===== config.mk =====
export PLATFORM = sky130hd
export DESIGN_NAME = lmd_decoder
export DESIGN_NICKNAME = d
export VERILOG_FILES = /design/src/logic/lmd_pkg.sv /design/src/logic/lmd_decoder.sv /design/src/logic/lmd_range_match.sv /design/src/logic/lmd_wait_count.sv
export VERILOG_INCLUDE_DIRS = /design/src /design/src/logic
export SDC_FILE = /design/constraint.sdc
export NUM_CORES = 1
export LEC_CHECK = 0
export ABC_AREA = 1
export BUFFER_PORTS_ARGS = -buffer_cell sky130_fd_sc_hd__buf_4
export CAP_MARGIN = 20
export CORE_MARGIN = 2
export CORE_UTILIZATION = 42
export CTS_BUF_LIST = sky130_fd_sc_hd__clkbuf_2
export CTS_CLUSTER_DIAMETER = 150
export DETAILED_ROUTE_END_ITERATION = 10
export PLACE_DENSITY_LB_ADDON = 0.3
export SLEW_MARGIN = 15
export SYNTH_ARGS = -nofsm -noshare
export SYNTH_HDL_FRONTEND = slang
export SYNTH_HIERARCHICAL = 1
export SYNTH_SLANG_ARGS = --single-unit

===== constraint.sdc =====
create_clock -name clk_in -period 8.83 [get_ports clk_in]
set_clock_uncertainty 0.1 [all_clocks]
set_input_delay 0 -clock clk_in [delete_from_list [all_inputs] [get_ports clk_in]]
set_output_delay 0 -clock clk_in [all_outputs]
set_load 0.1 [all_outputs]

===== src/logic/lmd_cfg.svh =====
// lmd_cfg.svh: address map, field positions and wait figures of the
// local memory decoder.
// assumes: 24-bit byte addresses; real-mode figures stored zero-extended.
`ifndef LMD_CFG_SVH
`define LMD_CFG_SVH

// ==========================================================
// fixed map points
`define LMD_TOP_PV       24'hffffff
`define LMD_TOP_RM       24'h0fffff
`define LMD_RM_MASK      24'h0fffff
`define LMD_DP_LO_PV     24'hfec000
`define LMD_DP_LO_RM     24'h0ec000
`define LMD_DP_SPAN_LG   24'h004000
`define LMD_DP_SPAN_SM   24'h002000
`define LMD_EXP_LO       24'h000000
`define LMD_BLK_LSB      14

// ==========================================================
// primary decode tables: boot low end, second window, expansion top
`define LMD_O0_BOOT_PV   24'hffc000
`define LMD_O0_BOOT_RM   24'h0fc000
`define LMD_O0_SLO_PV    24'hff0000
`define LMD_O0_SHI_PV    24'hffbfff
`define LMD_O0_SLO_RM    24'h0f0000
`define LMD_O0_SHI_RM    24'h0fbfff
`define LMD_O0_EHI_RM    24'h0dffff
`define LMD_O1_BOOT_PV   24'hff8000
`define LMD_O1_BOOT_RM   24'h0f8000
`define LMD_O1_SLO_PV    24'hff0000
`define LMD_O1_SHI_PV    24'hff7fff
`define LMD_O1_SLO_RM    24'h0f0000
`define LMD_O1_SHI_RM    24'h0f7fff
`define LMD_O1_EHI_RM    24'h0dffff
`define LMD_O2_BOOT_PV   24'hff0000
`define LMD_O2_BOOT_RM   24'h0f0000
`define LMD_O2_SLO_PV    24'hfc0000
`define LMD_O2_SHI_PV    24'hfeffff
`define LMD_O2_SLO_RM    24'h0c0000
`define LMD_O2_SHI_RM    24'h0effff
`define LMD_O2_EHI_RM    24'h09ffff
`define LMD_O3_BOOT_PV   24'hfe0000
`define LMD_O3_BOOT_RM   24'h0f0000
`define LMD_O3_SLO_PV    24'hfc0000
`define LMD_O3_SHI_PV    24'hfdffff
`define LMD_O3_SLO_RM    24'h0c0000
`define LMD_O3_SHI_RM    24'h0effff
`define LMD_O3_EHI_RM    24'h09ffff
`define LMD_EHI_PV       24'hdfffff

// ==========================================================
// packed strap word and wait figures
`define LMD_CF_W         10
`define LMD_CF_PRI_LSB   0
`define LMD_CF_SEC_LSB   2
`define LMD_CF_BWT_LSB   5
`define LMD_CF_SWT_LSB   7
`define LMD_CF_DPB_BIT   9
`define LMD_DP_WAITS     2'h2
`define LMD_LOC_WAIT_MAX 2'h3

`endif


===== src/logic/lmd_pkg.sv =====
// lmd_pkg: types of the local memory decoder.
// assumes: lmd_cfg.svh is on the include path.
`include "lmd_cfg.svh"
package lmd_pkg;

  // ========================================================
  // region index
  typedef enum logic [2:0] {
    LMD_RG_BOOT   = 3'h0,
    LMD_RG_SECOND = 3'h1,
    LMD_RG_DP     = 3'h2,
    LMD_RG_EXP    = 3'h3,
    LMD_RG_RDP    = 3'h4
  } lmd_region_t;

  typedef struct packed {
    logic [1:0] cnt;
  } lmd_wait_state_t;

  typedef struct packed {
    logic [`LMD_CF_W-1:0] cfg_s1;
    logic [`LMD_CF_W-1:0] cfg_s2;
    logic [`LMD_CF_W-1:0] cfg_s3;
    logic [`LMD_CF_W-1:0] cfg_use;
    logic [24:0]          rem_s1;
    logic [24:0]          rem_s2;
    logic                 rem_ok;
    logic [4:0]           sel;
    logic                 active;
    logic                 ready;
    logic                 refused;
    logic                 rsel;
  } lmd_state_t;

endpackage : lmd_pkg


===== src/logic/lmd_decoder.sv =====
// lmd_decoder: local memory address decoder with per-region wait states.
// assumes: processor strobe, address and mode on clk_in; straps and the
// remote bus address come from pins and are held stable while in use.
`timescale 1ns/1ns
`default_nettype none
`include "lmd_cfg.svh"

// Function
// RULE1 - remote masters hit dual-port only at its protected-mode window
// RULE2 - both socket pairs decoded as independent regions
// RULE3 - dual-port region is one contiguous range
// RULE4 - dual-port processor accesses always take two wait states
// RULE5 - each socket pair has its own one-to-three wait states
// RULE6 - dual-port block size selectable; local regions have none
// RULE7 - real mode uses 20-bit addresses, protected mode full 24-bit
// RULE8 - default strapping gives 64K of local memory at the top
// RULE9 - local decode covers at most 256K over both pairs
// RULE10 - boot pair always sits at the highest local addresses
// RULE11 - second pair is top-justified below boot pair or set apart
// RULE12 - two primary straps pick one of four memory maps
// RULE13 - three secondary straps size second pair and its justification
// RULE14 - primary straps also set the expansion-bus range; here only in real mode, protected-mode top fixed at dfffff
// RULE15 - local regions sized and placed in 16K blocks only
// RULE16 - local pairs are read-only; writes there are refused
// RULE17 - real-mode dual-port window starts at 0ec000
// RULE18 - one region select per access with its own wait count
module lmd_decoder #(
  parameter logic [1:0] EXP_WAITS = 2'h1,
  parameter logic [1:0] SYS_WAITS = 2'h1
) (
  input  wire logic        clk_in,
  input  wire logic        reset_n_in,
  input  wire logic        cpu_strobe_in,
  input  wire logic        cpu_write_in,
  input  wire logic [23:0] cpu_addr_in,
  input  wire logic        protected_virtual_mode_in,
  input  wire logic [1:0]  primary_opt_in,
  input  wire logic [2:0]  secondary_opt_in,
  input  wire logic [1:0]  boot_wait_sel_in,
  input  wire logic [1:0]  second_wait_sel_in,
  input  wire logic        dp_block_sel_in,
  input  wire logic        remote_valid_in,
  input  wire logic [23:0] remote_addr_in,
  output logic             boot_sel_out,
  output logic             second_sel_out,
  output logic             dual_port_sel_out,
  output logic             expansion_sel_out,
  output logic             system_bus_sel_out,
  output logic             cpu_ready_out,
  output logic             write_refused_out,
  output logic             remote_dual_port_sel_out
);

  // ========================================================
  // state and strap fields
  lmd_pkg::lmd_state_t r, n;

  logic [1:0]  pri;
  logic [2:0]  sec;
  logic [1:0]  bwt;
  logic [1:0]  swt;
  logic        dpb;
  logic        pvm;

  assign pri = r.cfg_use[`LMD_CF_PRI_LSB +: 2];
  assign sec = r.cfg_use[`LMD_CF_SEC_LSB +: 3];
  assign bwt = r.cfg_use[`LMD_CF_BWT_LSB +: 2];
  assign swt = r.cfg_use[`LMD_CF_SWT_LSB +: 2];
  assign dpb = r.cfg_use[`LMD_CF_DPB_BIT];
  assign pvm = protected_virtual_mode_in;

  // ========================================================
  // primary decode tables
  logic [23:0] boot_lo;
  logic [23:0] top;
  logic [23:0] win_lo;
  logic [23:0] win_hi;
  logic [23:0] exp_hi;
  logic [23:0] dp_lo;
  logic [23:0] dp_span;

  always_comb begin
    top    = pvm ? `LMD_TOP_PV : `LMD_TOP_RM; // RULE7 RULE10
    exp_hi = `LMD_EHI_PV;
    case (pri) // RULE12 RULE14
      2'h0: begin
        boot_lo = pvm ? `LMD_O0_BOOT_PV : `LMD_O0_BOOT_RM;
        win_lo  = pvm ? `LMD_O0_SLO_PV : `LMD_O0_SLO_RM;
        win_hi  = pvm ? `LMD_O0_SHI_PV : `LMD_O0_SHI_RM;
        if (!pvm) begin
          exp_hi = `LMD_O0_EHI_RM;
        end
      end
      2'h1: begin
        boot_lo = pvm ? `LMD_O1_BOOT_PV : `LMD_O1_BOOT_RM; // RULE8
        win_lo  = pvm ? `LMD_O1_SLO_PV : `LMD_O1_SLO_RM;
        win_hi  = pvm ? `LMD_O1_SHI_PV : `LMD_O1_SHI_RM;
        if (!pvm) begin
          exp_hi = `LMD_O1_EHI_RM;
        end
      end
      2'h2: begin
        boot_lo = pvm ? `LMD_O2_BOOT_PV : `LMD_O2_BOOT_RM;
        win_lo  = pvm ? `LMD_O2_SLO_PV : `LMD_O2_SLO_RM;
        win_hi  = pvm ? `LMD_O2_SHI_PV : `LMD_O2_SHI_RM;
        if (!pvm) begin
          exp_hi = `LMD_O2_EHI_RM;
        end
      end
      default: begin
        boot_lo = pvm ? `LMD_O3_BOOT_PV : `LMD_O3_BOOT_RM; // RULE9
        win_lo  = pvm ? `LMD_O3_SLO_PV : `LMD_O3_SLO_RM;
        win_hi  = pvm ? `LMD_O3_SHI_PV : `LMD_O3_SHI_RM;
        if (!pvm) begin
          exp_hi = `LMD_O3_EHI_RM;
        end
      end
    endcase
  end

  // ========================================================
  // secondary decode: second pair size and placement in 16K blocks
  logic [9:0]  win_lo_blk;
  logic [9:0]  win_hi_blk;
  logic [9:0]  win_blks;
  logic [9:0]  sec_blks;
  logic [9:0]  sec_lo_blk;
  logic [9:0]  sec_hi_blk;
  logic [23:0] sec_lo;
  logic [23:0] sec_hi;

  always_comb begin
    win_lo_blk = win_lo[23:`LMD_BLK_LSB]; // RULE15
    win_hi_blk = win_hi[23:`LMD_BLK_LSB];
    win_blks   = win_hi_blk - win_lo_blk + 10'h001;
    sec_blks   = win_blks >> sec[1:0]; // RULE13
    if (sec_blks == 10'h000) begin
      sec_blks = 10'h001;
    end
    if (sec[2]) begin
      // set apart at the bottom of the window
      sec_lo_blk = win_lo_blk; // RULE11
      sec_hi_blk = win_lo_blk + sec_blks - 10'h001;
    end else begin
      // butted against the boot pair
      sec_hi_blk = win_hi_blk; // RULE11
      sec_lo_blk = win_hi_blk - sec_blks + 10'h001;
    end
    sec_lo = {sec_lo_blk, 14'h0000};
    sec_hi = {sec_hi_blk, 14'h3fff};
  end

  // ========================================================
  // dual-port window
  always_comb begin
    dp_lo   = pvm ? `LMD_DP_LO_PV : `LMD_DP_LO_RM; // RULE17
    dp_span = dpb ? `LMD_DP_SPAN_LG : `LMD_DP_SPAN_SM; // RULE6
  end

  // ========================================================
  // window compares
  logic [23:0] cmp_addr [0:4];
  logic [23:0] cmp_lo   [0:4];
  logic [23:0] cmp_hi   [0:4];
  logic [4:0]  hit;
  logic [23:0] cpu_addr;

  // upper four bits ignored in real mode
  assign cpu_addr = pvm ? cpu_addr_in : (cpu_addr_in & `LMD_RM_MASK); // RULE7

  always_comb begin
    cmp_addr[lmd_pkg::LMD_RG_BOOT]   = cpu_addr;
    cmp_lo[lmd_pkg::LMD_RG_BOOT]     = boot_lo; // RULE2
    cmp_hi[lmd_pkg::LMD_RG_BOOT]     = top;
    cmp_addr[lmd_pkg::LMD_RG_SECOND] = cpu_addr;
    cmp_lo[lmd_pkg::LMD_RG_SECOND]   = sec_lo; // RULE2
    cmp_hi[lmd_pkg::LMD_RG_SECOND]   = sec_hi;
    cmp_addr[lmd_pkg::LMD_RG_DP]     = cpu_addr;
    cmp_lo[lmd_pkg::LMD_RG_DP]       = dp_lo; // RULE3
    cmp_hi[lmd_pkg::LMD_RG_DP]       = dp_lo + dp_span - 24'h000001;
    cmp_addr[lmd_pkg::LMD_RG_EXP]    = cpu_addr;
    cmp_lo[lmd_pkg::LMD_RG_EXP]      = `LMD_EXP_LO;
    cmp_hi[lmd_pkg::LMD_RG_EXP]      = exp_hi; // RULE14
    // remote masters always use the protected-mode window
    cmp_addr[lmd_pkg::LMD_RG_RDP]    = r.rem_s2[23:0];
    cmp_lo[lmd_pkg::LMD_RG_RDP]      = `LMD_DP_LO_PV; // RULE1
    cmp_hi[lmd_pkg::LMD_RG_RDP]      = `LMD_DP_LO_PV + dp_span - 24'h000001;
  end

  genvar gi;
  generate
    for (gi = 0; gi < 5; gi++) begin : g_cmp
      lmd_range_match u_match (
        .addr_in (cmp_addr[gi]),
        .lo_in   (cmp_lo[gi]),
        .hi_in   (cmp_hi[gi]),
        .hit_out (hit[gi])
      );
    end
  endgenerate

  // ========================================================
  // region choice and wait count
  logic [4:0] pick;
  logic [1:0] waits;
  logic       local_hit;
  logic       accept;
  logic       wait_last;

  // jumper code 0..3 maps to 1,2,3,3 wait states
  function automatic logic [1:0] lmd_local_waits(input logic [1:0] code);
    lmd_local_waits = (code == `LMD_LOC_WAIT_MAX) ? `LMD_LOC_WAIT_MAX
                                                   : code + 2'h1;
  endfunction : lmd_local_waits

  always_comb begin
    pick  = 5'h00;
    waits = SYS_WAITS;
    // dual-port wins where a local window overlaps it
    if (hit[lmd_pkg::LMD_RG_DP]) begin
      pick[2] = 1'b1; // RULE18
      waits   = `LMD_DP_WAITS; // RULE4
    end else if (hit[lmd_pkg::LMD_RG_BOOT]) begin
      pick[0] = 1'b1;
      waits   = lmd_local_waits(bwt); // RULE5
    end else if (hit[lmd_pkg::LMD_RG_SECOND]) begin
      pick[1] = 1'b1;
      waits   = lmd_local_waits(swt); // RULE5
    end else if (hit[lmd_pkg::LMD_RG_EXP]) begin
      pick[3] = 1'b1;
      waits   = EXP_WAITS;
    end else begin
      pick[4] = 1'b1;
    end
    if (waits == 2'h0) begin
      waits = 2'h1;
    end
  end

  assign local_hit = pick[0] | pick[1];
  assign accept    = cpu_strobe_in & ~r.active;

  lmd_wait_count u_wait (
    .clk_in     (clk_in),
    .reset_n_in (reset_n_in),
    .start_in   (accept),
    .count_in   (waits),
    .last_out   (wait_last)
  );

  // ========================================================
  // next state
  always_comb begin
    n         = r;
    n.cfg_s1  = {dp_block_sel_in, second_wait_sel_in, boot_wait_sel_in,
                 secondary_opt_in, primary_opt_in};
    n.cfg_s2  = r.cfg_s1;
    n.cfg_s3  = r.cfg_s2;
    // strap word taken only once two synchronised samples agree
    if (r.cfg_s2 == r.cfg_s3) begin
      n.cfg_use = r.cfg_s3;
    end
    n.rem_s1  = {remote_valid_in, remote_addr_in};
    n.rem_s2  = r.rem_s1;
    // remote address used only after valid stood two cycles, so its bits settled
    n.rem_ok  = r.rem_s2[24];
    n.rsel    = r.rem_s2[24] & r.rem_ok & hit[lmd_pkg::LMD_RG_RDP]; // RULE1
    n.refused = 1'b0;
    n.ready   = r.active & wait_last & ~r.ready;
    if (r.ready) begin
      n.active = 1'b0;
      n.sel    = 5'h00;
    end
    if (accept) begin
      n.active = 1'b1;
      if (cpu_write_in && local_hit) begin
        // EPROM pairs take no writes; cycle still completes
        n.sel     = 5'h00; // RULE16
        n.refused = 1'b1;
      end else begin
        n.sel = pick; // RULE18
      end
    end
  end

  always_ff @(posedge clk_in) begin
    if (!reset_n_in) begin
      r <= '0;
    end else begin
      r <= n;
    end
  end

  // ========================================================
  // outputs
  assign boot_sel_out             = r.sel[0];
  assign second_sel_out           = r.sel[1];
  assign dual_port_sel_out        = r.sel[2];
  assign expansion_sel_out        = r.sel[3];
  assign system_bus_sel_out       = r.sel[4];
  assign cpu_ready_out            = r.ready;
  assign write_refused_out        = r.refused;
  assign remote_dual_port_sel_out = r.rsel;

endmodule : lmd_decoder
`default_nettype wire


===== src/logic/lmd_range_match.sv =====
// lmd_range_match: inclusive address window compare.
// assumes: lo_in not above hi_in.
`timescale 1ns/1ns
`default_nettype none
module lmd_range_match (
  input  wire logic [23:0] addr_in,
  input  wire logic [23:0] lo_in,
  input  wire logic [23:0] hi_in,
  output logic             hit_out
);
  assign hit_out = (addr_in >= lo_in) && (addr_in <= hi_in);
endmodule : lmd_range_match
`default_nettype wire


===== src/logic/lmd_wait_count.sv =====
// lmd_wait_count: down counter for access wait states.
// assumes: start_in only while idle; count_in at least one.
`timescale 1ns/1ns
`default_nettype none
module lmd_wait_count (
  input  wire logic       clk_in,
  input  wire logic       reset_n_in,
  input  wire logic       start_in,
  input  wire logic [1:0] count_in,
  output logic            last_out
);
  lmd_pkg::lmd_wait_state_t r, n;

  always_comb begin
    n = r;
    if (start_in) begin
      n.cnt = count_in;
    end else if (r.cnt != 2'h0) begin
      n.cnt = r.cnt - 2'h1;
    end
  end

  always_ff @(posedge clk_in) begin
    if (!reset_n_in) begin
      r <= '0;
    end else begin
      r <= n;
    end
  end

  // high in the final wait cycle
  assign last_out = (r.cnt == 2'h1);
endmodule : lmd_wait_count
`default_nettype wire


Word-level counts from Yosys, hierarchy flattened
Index checks and enable logic that the tools add are counted.

Bits in registers: 102. Latch bits: 0. Memory bits (writable): 0. Bits in read-only memories: 0. Input port bits: 64. Output and inout bits: 8. Logic and storage cells: 109. Memories kept: 0.

Add/sub/neg operators: 13. Multipliers: 0. Div/mod/pow operators: 0. $lt $le $gt $ge: 10. Equal/unequal tests: 6. Shift-type cells: 1. Mux-type cells: 44. Bitwise operators: 8. Reductions and logical operators: 14.

Operators with widths (number): 24-bit two-way mux (16); 24-bit one-hot mux with 3 select lines (2); 24-bit <= comparator (5); 24-bit >= comparator (3); 10-bit two-way mux (3); 24-bit by 15-bit adder with 24-bit output (1); 24-bit by 1-bit >= comparator with 1-bit output, second input constant (1); 24-bit >= comparator, second input constant (1); 2-bit two-way mux (12); 24-bit by 1-bit subtractor with 24-bit output, second input constant (1); 10-bit by 1-bit adder with 10-bit output, second input constant (2); 10-bit subtractor (2); 19-bit by 2-bit subtractor with 20-bit output, second input constant (1); 18-bit by 16-bit adder with 19-bit output, first input constant (1); 15-bit two-way mux (1); 6-bit two-way mux (2); 10-bit adder (1); 10-bit == test (1); 10-bit zero test (1); 10-bit by 2-bit right shift with 10-bit output (1); 10-bit by 1-bit subtractor with 10-bit output, second input constant (1); 1-bit two-way mux (7); 2-bit == test, second input constant (3); 1-bit logical AND (6); other kinds (11) (21).

Longest topological paths before layout
Depth after elaboration: 20. Mapped depth: 54. Gate-level depth less buffers: 54.

Modules after synthesis
Netlist, hierarchy kept.

By module, submodules not included: lmd_range_match (times used 5, cells each 221, area an instance 1336.3 um2, seq. area each 0.0 um2); lmd_decoder (times used 1, cells each 677, area an instance 4931.0 um2, seq. area each 2001.9 um2); lmd_wait_count (times used 1, cells each 21, area an instance 136.4 um2, seq. area each 40.0 um2).

Least setup slack after synthesis
No wires, ideal clock.

Path type: reg2reg. Start point: register r, in the netlist pri[0]. End point: register u_wait/r[0] in the netlist's numbering. Library setup time: 0.056 ns. Data arrival time: 5.805 ns. Data required time: 8.674 ns. Slack: 2.869 ns. Cell stages (with the launch flop): 53. Path buffers: 0. Period minus slack after synthesis: 5.961 ns. Cell sequence: dfxtp_1 inv_1 nor2_1 inv_1 ha_1 a21oi_1 nor2_1 inv_1 ha_1 inv_1 fa_1 nor2_1 nand3_1 nand2_2 nand2_2 nand3_2 nand3_2 nand2_4 (+17 left out) inv_1 ha_1 nand2_1 nor2_2 nand2_2 nor2_2 nand2_1 nand3_1 nand2_1 nand2_1 inv_1 inv_1 nor2_1 a311oi_1 nand2_1 nand3_1 nand2_1 inv_1.

Elaborated cells on any way between the ends: 29. Those cells by class: 6 x add/sub; 3 x order compare; 2 x eq/ne; 1 x shift; 11 x mux; 6 x reduce/logical.

RTL lines: start, declared (RTL line lmd_decoder.sv:56) `lmd_pkg::lmd_state_t r, n;`; start signal, assigned (RTL line lmd_decoder.sv:290) `r <= n;`; 2-bit == test, or another cell as far along (RTL line lmd_decoder.sv:85) `case (pri)`; 24-bit one-hot mux with 3 select lines * (RTL line lmd_decoder.sv:85); named net boot_lo[15] (RTL line lmd_decoder.sv:74) `logic [23:0] boot_lo;`; 24-bit >= comparator * (RTL line lmd_range_match.sv:11) `assign hit_out = (addr_in >= lo_in) && (addr_in <= hi_in);`; 1-bit logical AND * (RTL line lmd_range_match.sv:11); 2-bit two-way mux * (RTL line lmd_decoder.sv:223) `end else if (hit[lmd_pkg::LMD_RG_BOOT]) begin`; 2-bit two-way mux * (RTL line lmd_decoder.sv:220) `if (hit[lmd_pkg::LMD_RG_DP]) begin`; 2-bit zero test (RTL line lmd_decoder.sv:235) `if (waits == 2'h0) begin`; 2-bit two-way mux * (RTL line lmd_decoder.sv:235); named net waits[0] (RTL line lmd_decoder.sv:205) `logic [1:0] waits;`; 2-bit two-way mux * (RTL line lmd_wait_count.sv:16) `if (start_in) begin`; end signal, assigned (RTL line lmd_wait_count.sv:27) `r <= n;`; end, declared (RTL line lmd_wait_count.sv:12) `lmd_pkg::lmd_wait_state_t r, n;`.

Mark *: on every way through the listed nets, which the timed path passes. The rest lies on a longest branch. A chain may end at the register's enable or synchronous reset.

Worst setup path in the final report
Start point: register r, in the netlist pri[0]. End point: register r, in the netlist second_sel_out.

Elaborated cells on any way between the ends: 31. Those cells by class: 6 x add/sub; 3 x order compare; 2 x eq/ne; 1 x shift; 12 x mux; 1 x bitwise; 6 x reduce/logical.

RTL lines: 2-bit == test, or another cell as far along (RTL line lmd_decoder.sv:85); 24-bit one-hot mux with 3 select lines * (RTL line lmd_decoder.sv:85); named net boot_lo[15] (RTL line lmd_decoder.sv:74); 24-bit >= comparator * (RTL line lmd_range_match.sv:11); 1-bit logical AND * (RTL line lmd_range_match.sv:11); 1-bit two-way mux (RTL line lmd_decoder.sv:223); 2-bit two-way mux * (RTL line lmd_decoder.sv:220); 1-bit OR (RTL line lmd_decoder.sv:240) `assign local_hit = pick[0] | pick[1];`; 1-bit logical AND (RTL line lmd_decoder.sv:276) `if (cpu_write_in && local_hit) begin`; 5-bit two-way mux * (RTL line lmd_decoder.sv:276); 6-bit two-way mux * (RTL line lmd_decoder.sv:274) `if (accept) begin`.

Marks and branches as above.

==> flow_summary.yaml <==
finish:
  antenna_cells: 0
  final_nets: 2501
  post-route-util_pct: 52.3
  area_growth_pct: 23.1
  final_common_cell: "inv_1"
  design_area_um2: 14500
  final_cell_mix: "inv_1 (482), nand2_1 (462), ha_1 (278), conb_1 (194), a21oi_1 (107)"
  drive_gt1_share_pct: 7.64
worst_setup_path:
  rr_worst_depth: 49
  endpoint: "second_sel_out$_SDFFE_PN0P_"
  crit_required_ps: 9240
  path_buf_inv: 10
  r2r-start: "pri[0]$_SDFFE_PN0N_"
  cp-end-kind: "flip-flop"
  slowest_stage: "dlygate4sd3_1"
  crit_type: "flip-flop to flip-flop"
  arrival_ps: 7730
  cp_slowest_stage_delay_ps: 560
  cp_common_cell: "nand2_1"
  r2r_end: "second_sel_out$_SDFFE_PN0P_"
  critPathTopFamily: "simple AND/OR/NAND/NOR gates"
  worstPathMaxFanout: 8
  start_kind: "flip-flop"
  r2r_setup_slack_ps: 1510
  path_depth: 49
  crit_path_start: "pri[0]$_SDFFE_PN0N_"
placed_design:
  dpl_cell_area_um2: 13400
  place.gp.congestion: 0.901
  port_buffers: 71
  place_hpwl_mm: 19.9
  place_ws_ps: 2030
clocking:
  numCtsBuffers: 9
  cts_root_buf: "clkbuf_2"
  h-tree-depth: 3
  cts_tree: "built"
  cts_hold_buf: 99
  cts_resized: 0
  clock_sinks: 102
  path_clk_slew_ps: 240
  clk_path_buf_depth: 2
  clk_latency_ps: 580
  cts_setup_buffers: 0
pwr:
  p_int_mw: 1.03
  swShare_pct: 47.2
  leakage_nw: 9.42
  power_density_nw_per_um2: 135
  seqPwrFrac_pct: 25.9
  power_frac_clock_pct: 10.3
  p_sw_mw: 0.925
  combPwrFrac_pct: 63.8
  peakVddDrop_v: 0.0000980
floorplanning:
  ioPinCount: 72
  start_util_pct: 42.5
  die_width_um: 171
  core_um2: 27600
  die_h_um: 171
  rows: 61
  fp.dieArea_um2: 29300
yosys:
  synth_top_area_share_pct: 29.6
  synth_cell_type_count: 44
  yosys.area.top_type: "ha_1"
  syn-instance-count: 1803
  syn_avg_cell_area_um2: 6.52
  ys_ff_latch: 102
  synth_top_cells_by_area: "ha_1 (30%), dfxtp_1 (17%), inv_1 (15%)"
  ys_seq_area_share_pct: 17.4
  syn-cell-area_um2: 11700
  yosys_warnings: 6
sta:
  slew_violations: 0
  setup_tns_ps: 0
  finalHoldWorstSlack_ps: 178
  tightest_slew_ps: 902
  max_freq_mhz: 137
  setup_viol: 0
  fin_ws_ps: 1510
  relSlewSlack_pct: 39.9
  fin_crit_sh_pct: 82.9
  fin_crit_ps: 7320
  hold_viol_final: 0
  grt_setup_unrepaired: "no"
global_routing:
  antenna_found_initial: 0
  grt_pass1_vias: 10500
  grt.total_usage_pct: 18.6
  gr-total-overflow: 0
  grt_max_degree: 98
  grt_pass1_wl_mm: 45.2
route:
  drcViolationCount: 0
  drtIter0Drc: 393
  firstDrtPassIters: 5
  antenna_left: 0
  wl_per_cell_um: 10.3
  wirelength_mm: 26.0
  vias_per_cell: 4.30
  vias: 10900
min_path:
  hold_path.class: "input port to flip-flop"
  hold_start: "cpu_addr_in[1]"
run_status:
  status: "completed"
flow_run:
  cap_violations: 0
## power by group through the flow
stage                     Combinational [mW]  Sequential, mW  Clock, mW
after detailed placement                1.20           0.516          0
after CTS                               1.24           0.508      0.209
after global placement                  1.17           0.516          0
final                                   1.25           0.508      0.202
after global routing                    1.47           0.511      0.226
after floorplan                        0.925           0.526          0
## cells by family after synthesis
family / after synthesis / synth area share, %
AO/OA/AOI/OAI: 192 / 9.11
XOR/XNOR: 10 / 0.746
adder cells (fa/ha/maj): 282 / 30.3
buffers and inverters: 513 / 16.6
flip-flops: 102 / 17.4
other: 2 / 0.0639
AND/OR/NAND/NOR: 702 / 25.8
## cells in the mapped netlist
library cell,instances
a211oi_1,1
dfxtp_1,102
o21bai_1,6
nor3_1,8
buf_4,1
a311oi_1,1
a31oi_1,1
buf_1,1
buf_2,5
inv_2,10
o311ai_0,1
or2_2,6
ha_1,278
nand3_2,7
o21ai_2,1
nor2_1,92
nand2_2,28
or2_4,1
fa_1,4
nand2_1,462
nand2_4,1
o21ai_0,36
and2_4,1
o21a_1,10
and2_1,1
conb_1,2
nand3b_1,1
and2_0,1
inv_1,482
xnor2_1,3
a21oi_1,107
nand3_1,50
or2_1,2
clkbuf_1,12
xor2_1,7
a21o_1,17
nor2_2,13
nor2_4,5
o21ai_1,7
o211ai_1,3
nand4_2,6
nand4_1,17
a221oi_1,1
buf_6,2
## worst register-to-register path: cells and delay by family, from the launching register on
family                     cells  cell delay, ps
AOI/OAI and AO/OA              6            1140
DFF                            1             410
buffers and inverters         10            1210
adders and majority gates      6            1810
and+or+nand+nor               27            2630
## registers in the layout (all words and copies together) (netlist names)
signal                    count
boot_sel_out                  1
bwt                           2
cmp_addr                     24
cpu_ready_out                 1
dpb                           1
dual_port_sel_out             1
expansion_sel_out             1
n                            46
pri                           2
r                            17
remote_dual_port_sel_out      1
second_sel_out                1
system_bus_sel_out            1
u_wait/r                      2
write_refused_out             1
## area by class of cell
cell class | count | area, um2
clock inverter | 6 | 53.8
inverter | 492 | 1850
multi-input combinational | 1380 | 8480
timing repair buffer | 170 | 1520
sequential | 102 | 2040
fill | 2707 | 13200
tap | 378 | 473
clock buffer | 9 | 45.0
## worst min path at each step
stage	slack, ps	end	cells after the start
5_1_grt	190	boot_sel_out$_SDFFE_PN0P_	5
3_5_place_dp	80	n[21]$_SDFF_PN0_	3
6_report	180	system_bus_sel_out$_SDFFE_PN0P_	9
4_1_cts	130	boot_sel_out$_SDFFE_PN0P_	5
3_3_place_gp	80	n[82]$_SDFF_PN0_	3
2_1_floorplan	-2	n[10]$_SDFF_PN0_	2
## stage by stage
step                      total power [mW]  cells
after floorplan                       1.45   1995
after global placement                1.69   2423
after detailed placement              1.71   2423
after CTS                             1.95   2537
after global routing                  2.20   2537
final                                 1.96   2537
## per-layer routing
| layer | vias up | track usage, % | share of wire (%) |
|---|---|---|---|
| met5 | - | 0 | 0 |
| met4 | 0 | 3.02 | 0.82 |
| met3 | 16 | 1.52 | 2.0 |
| met2 | 108 | 34.5 | 49 |
| met1 | 4757 | 23.7 | 48 |
| li1 | 6027 | - | - |
Power figures use the tool's default switching activity.
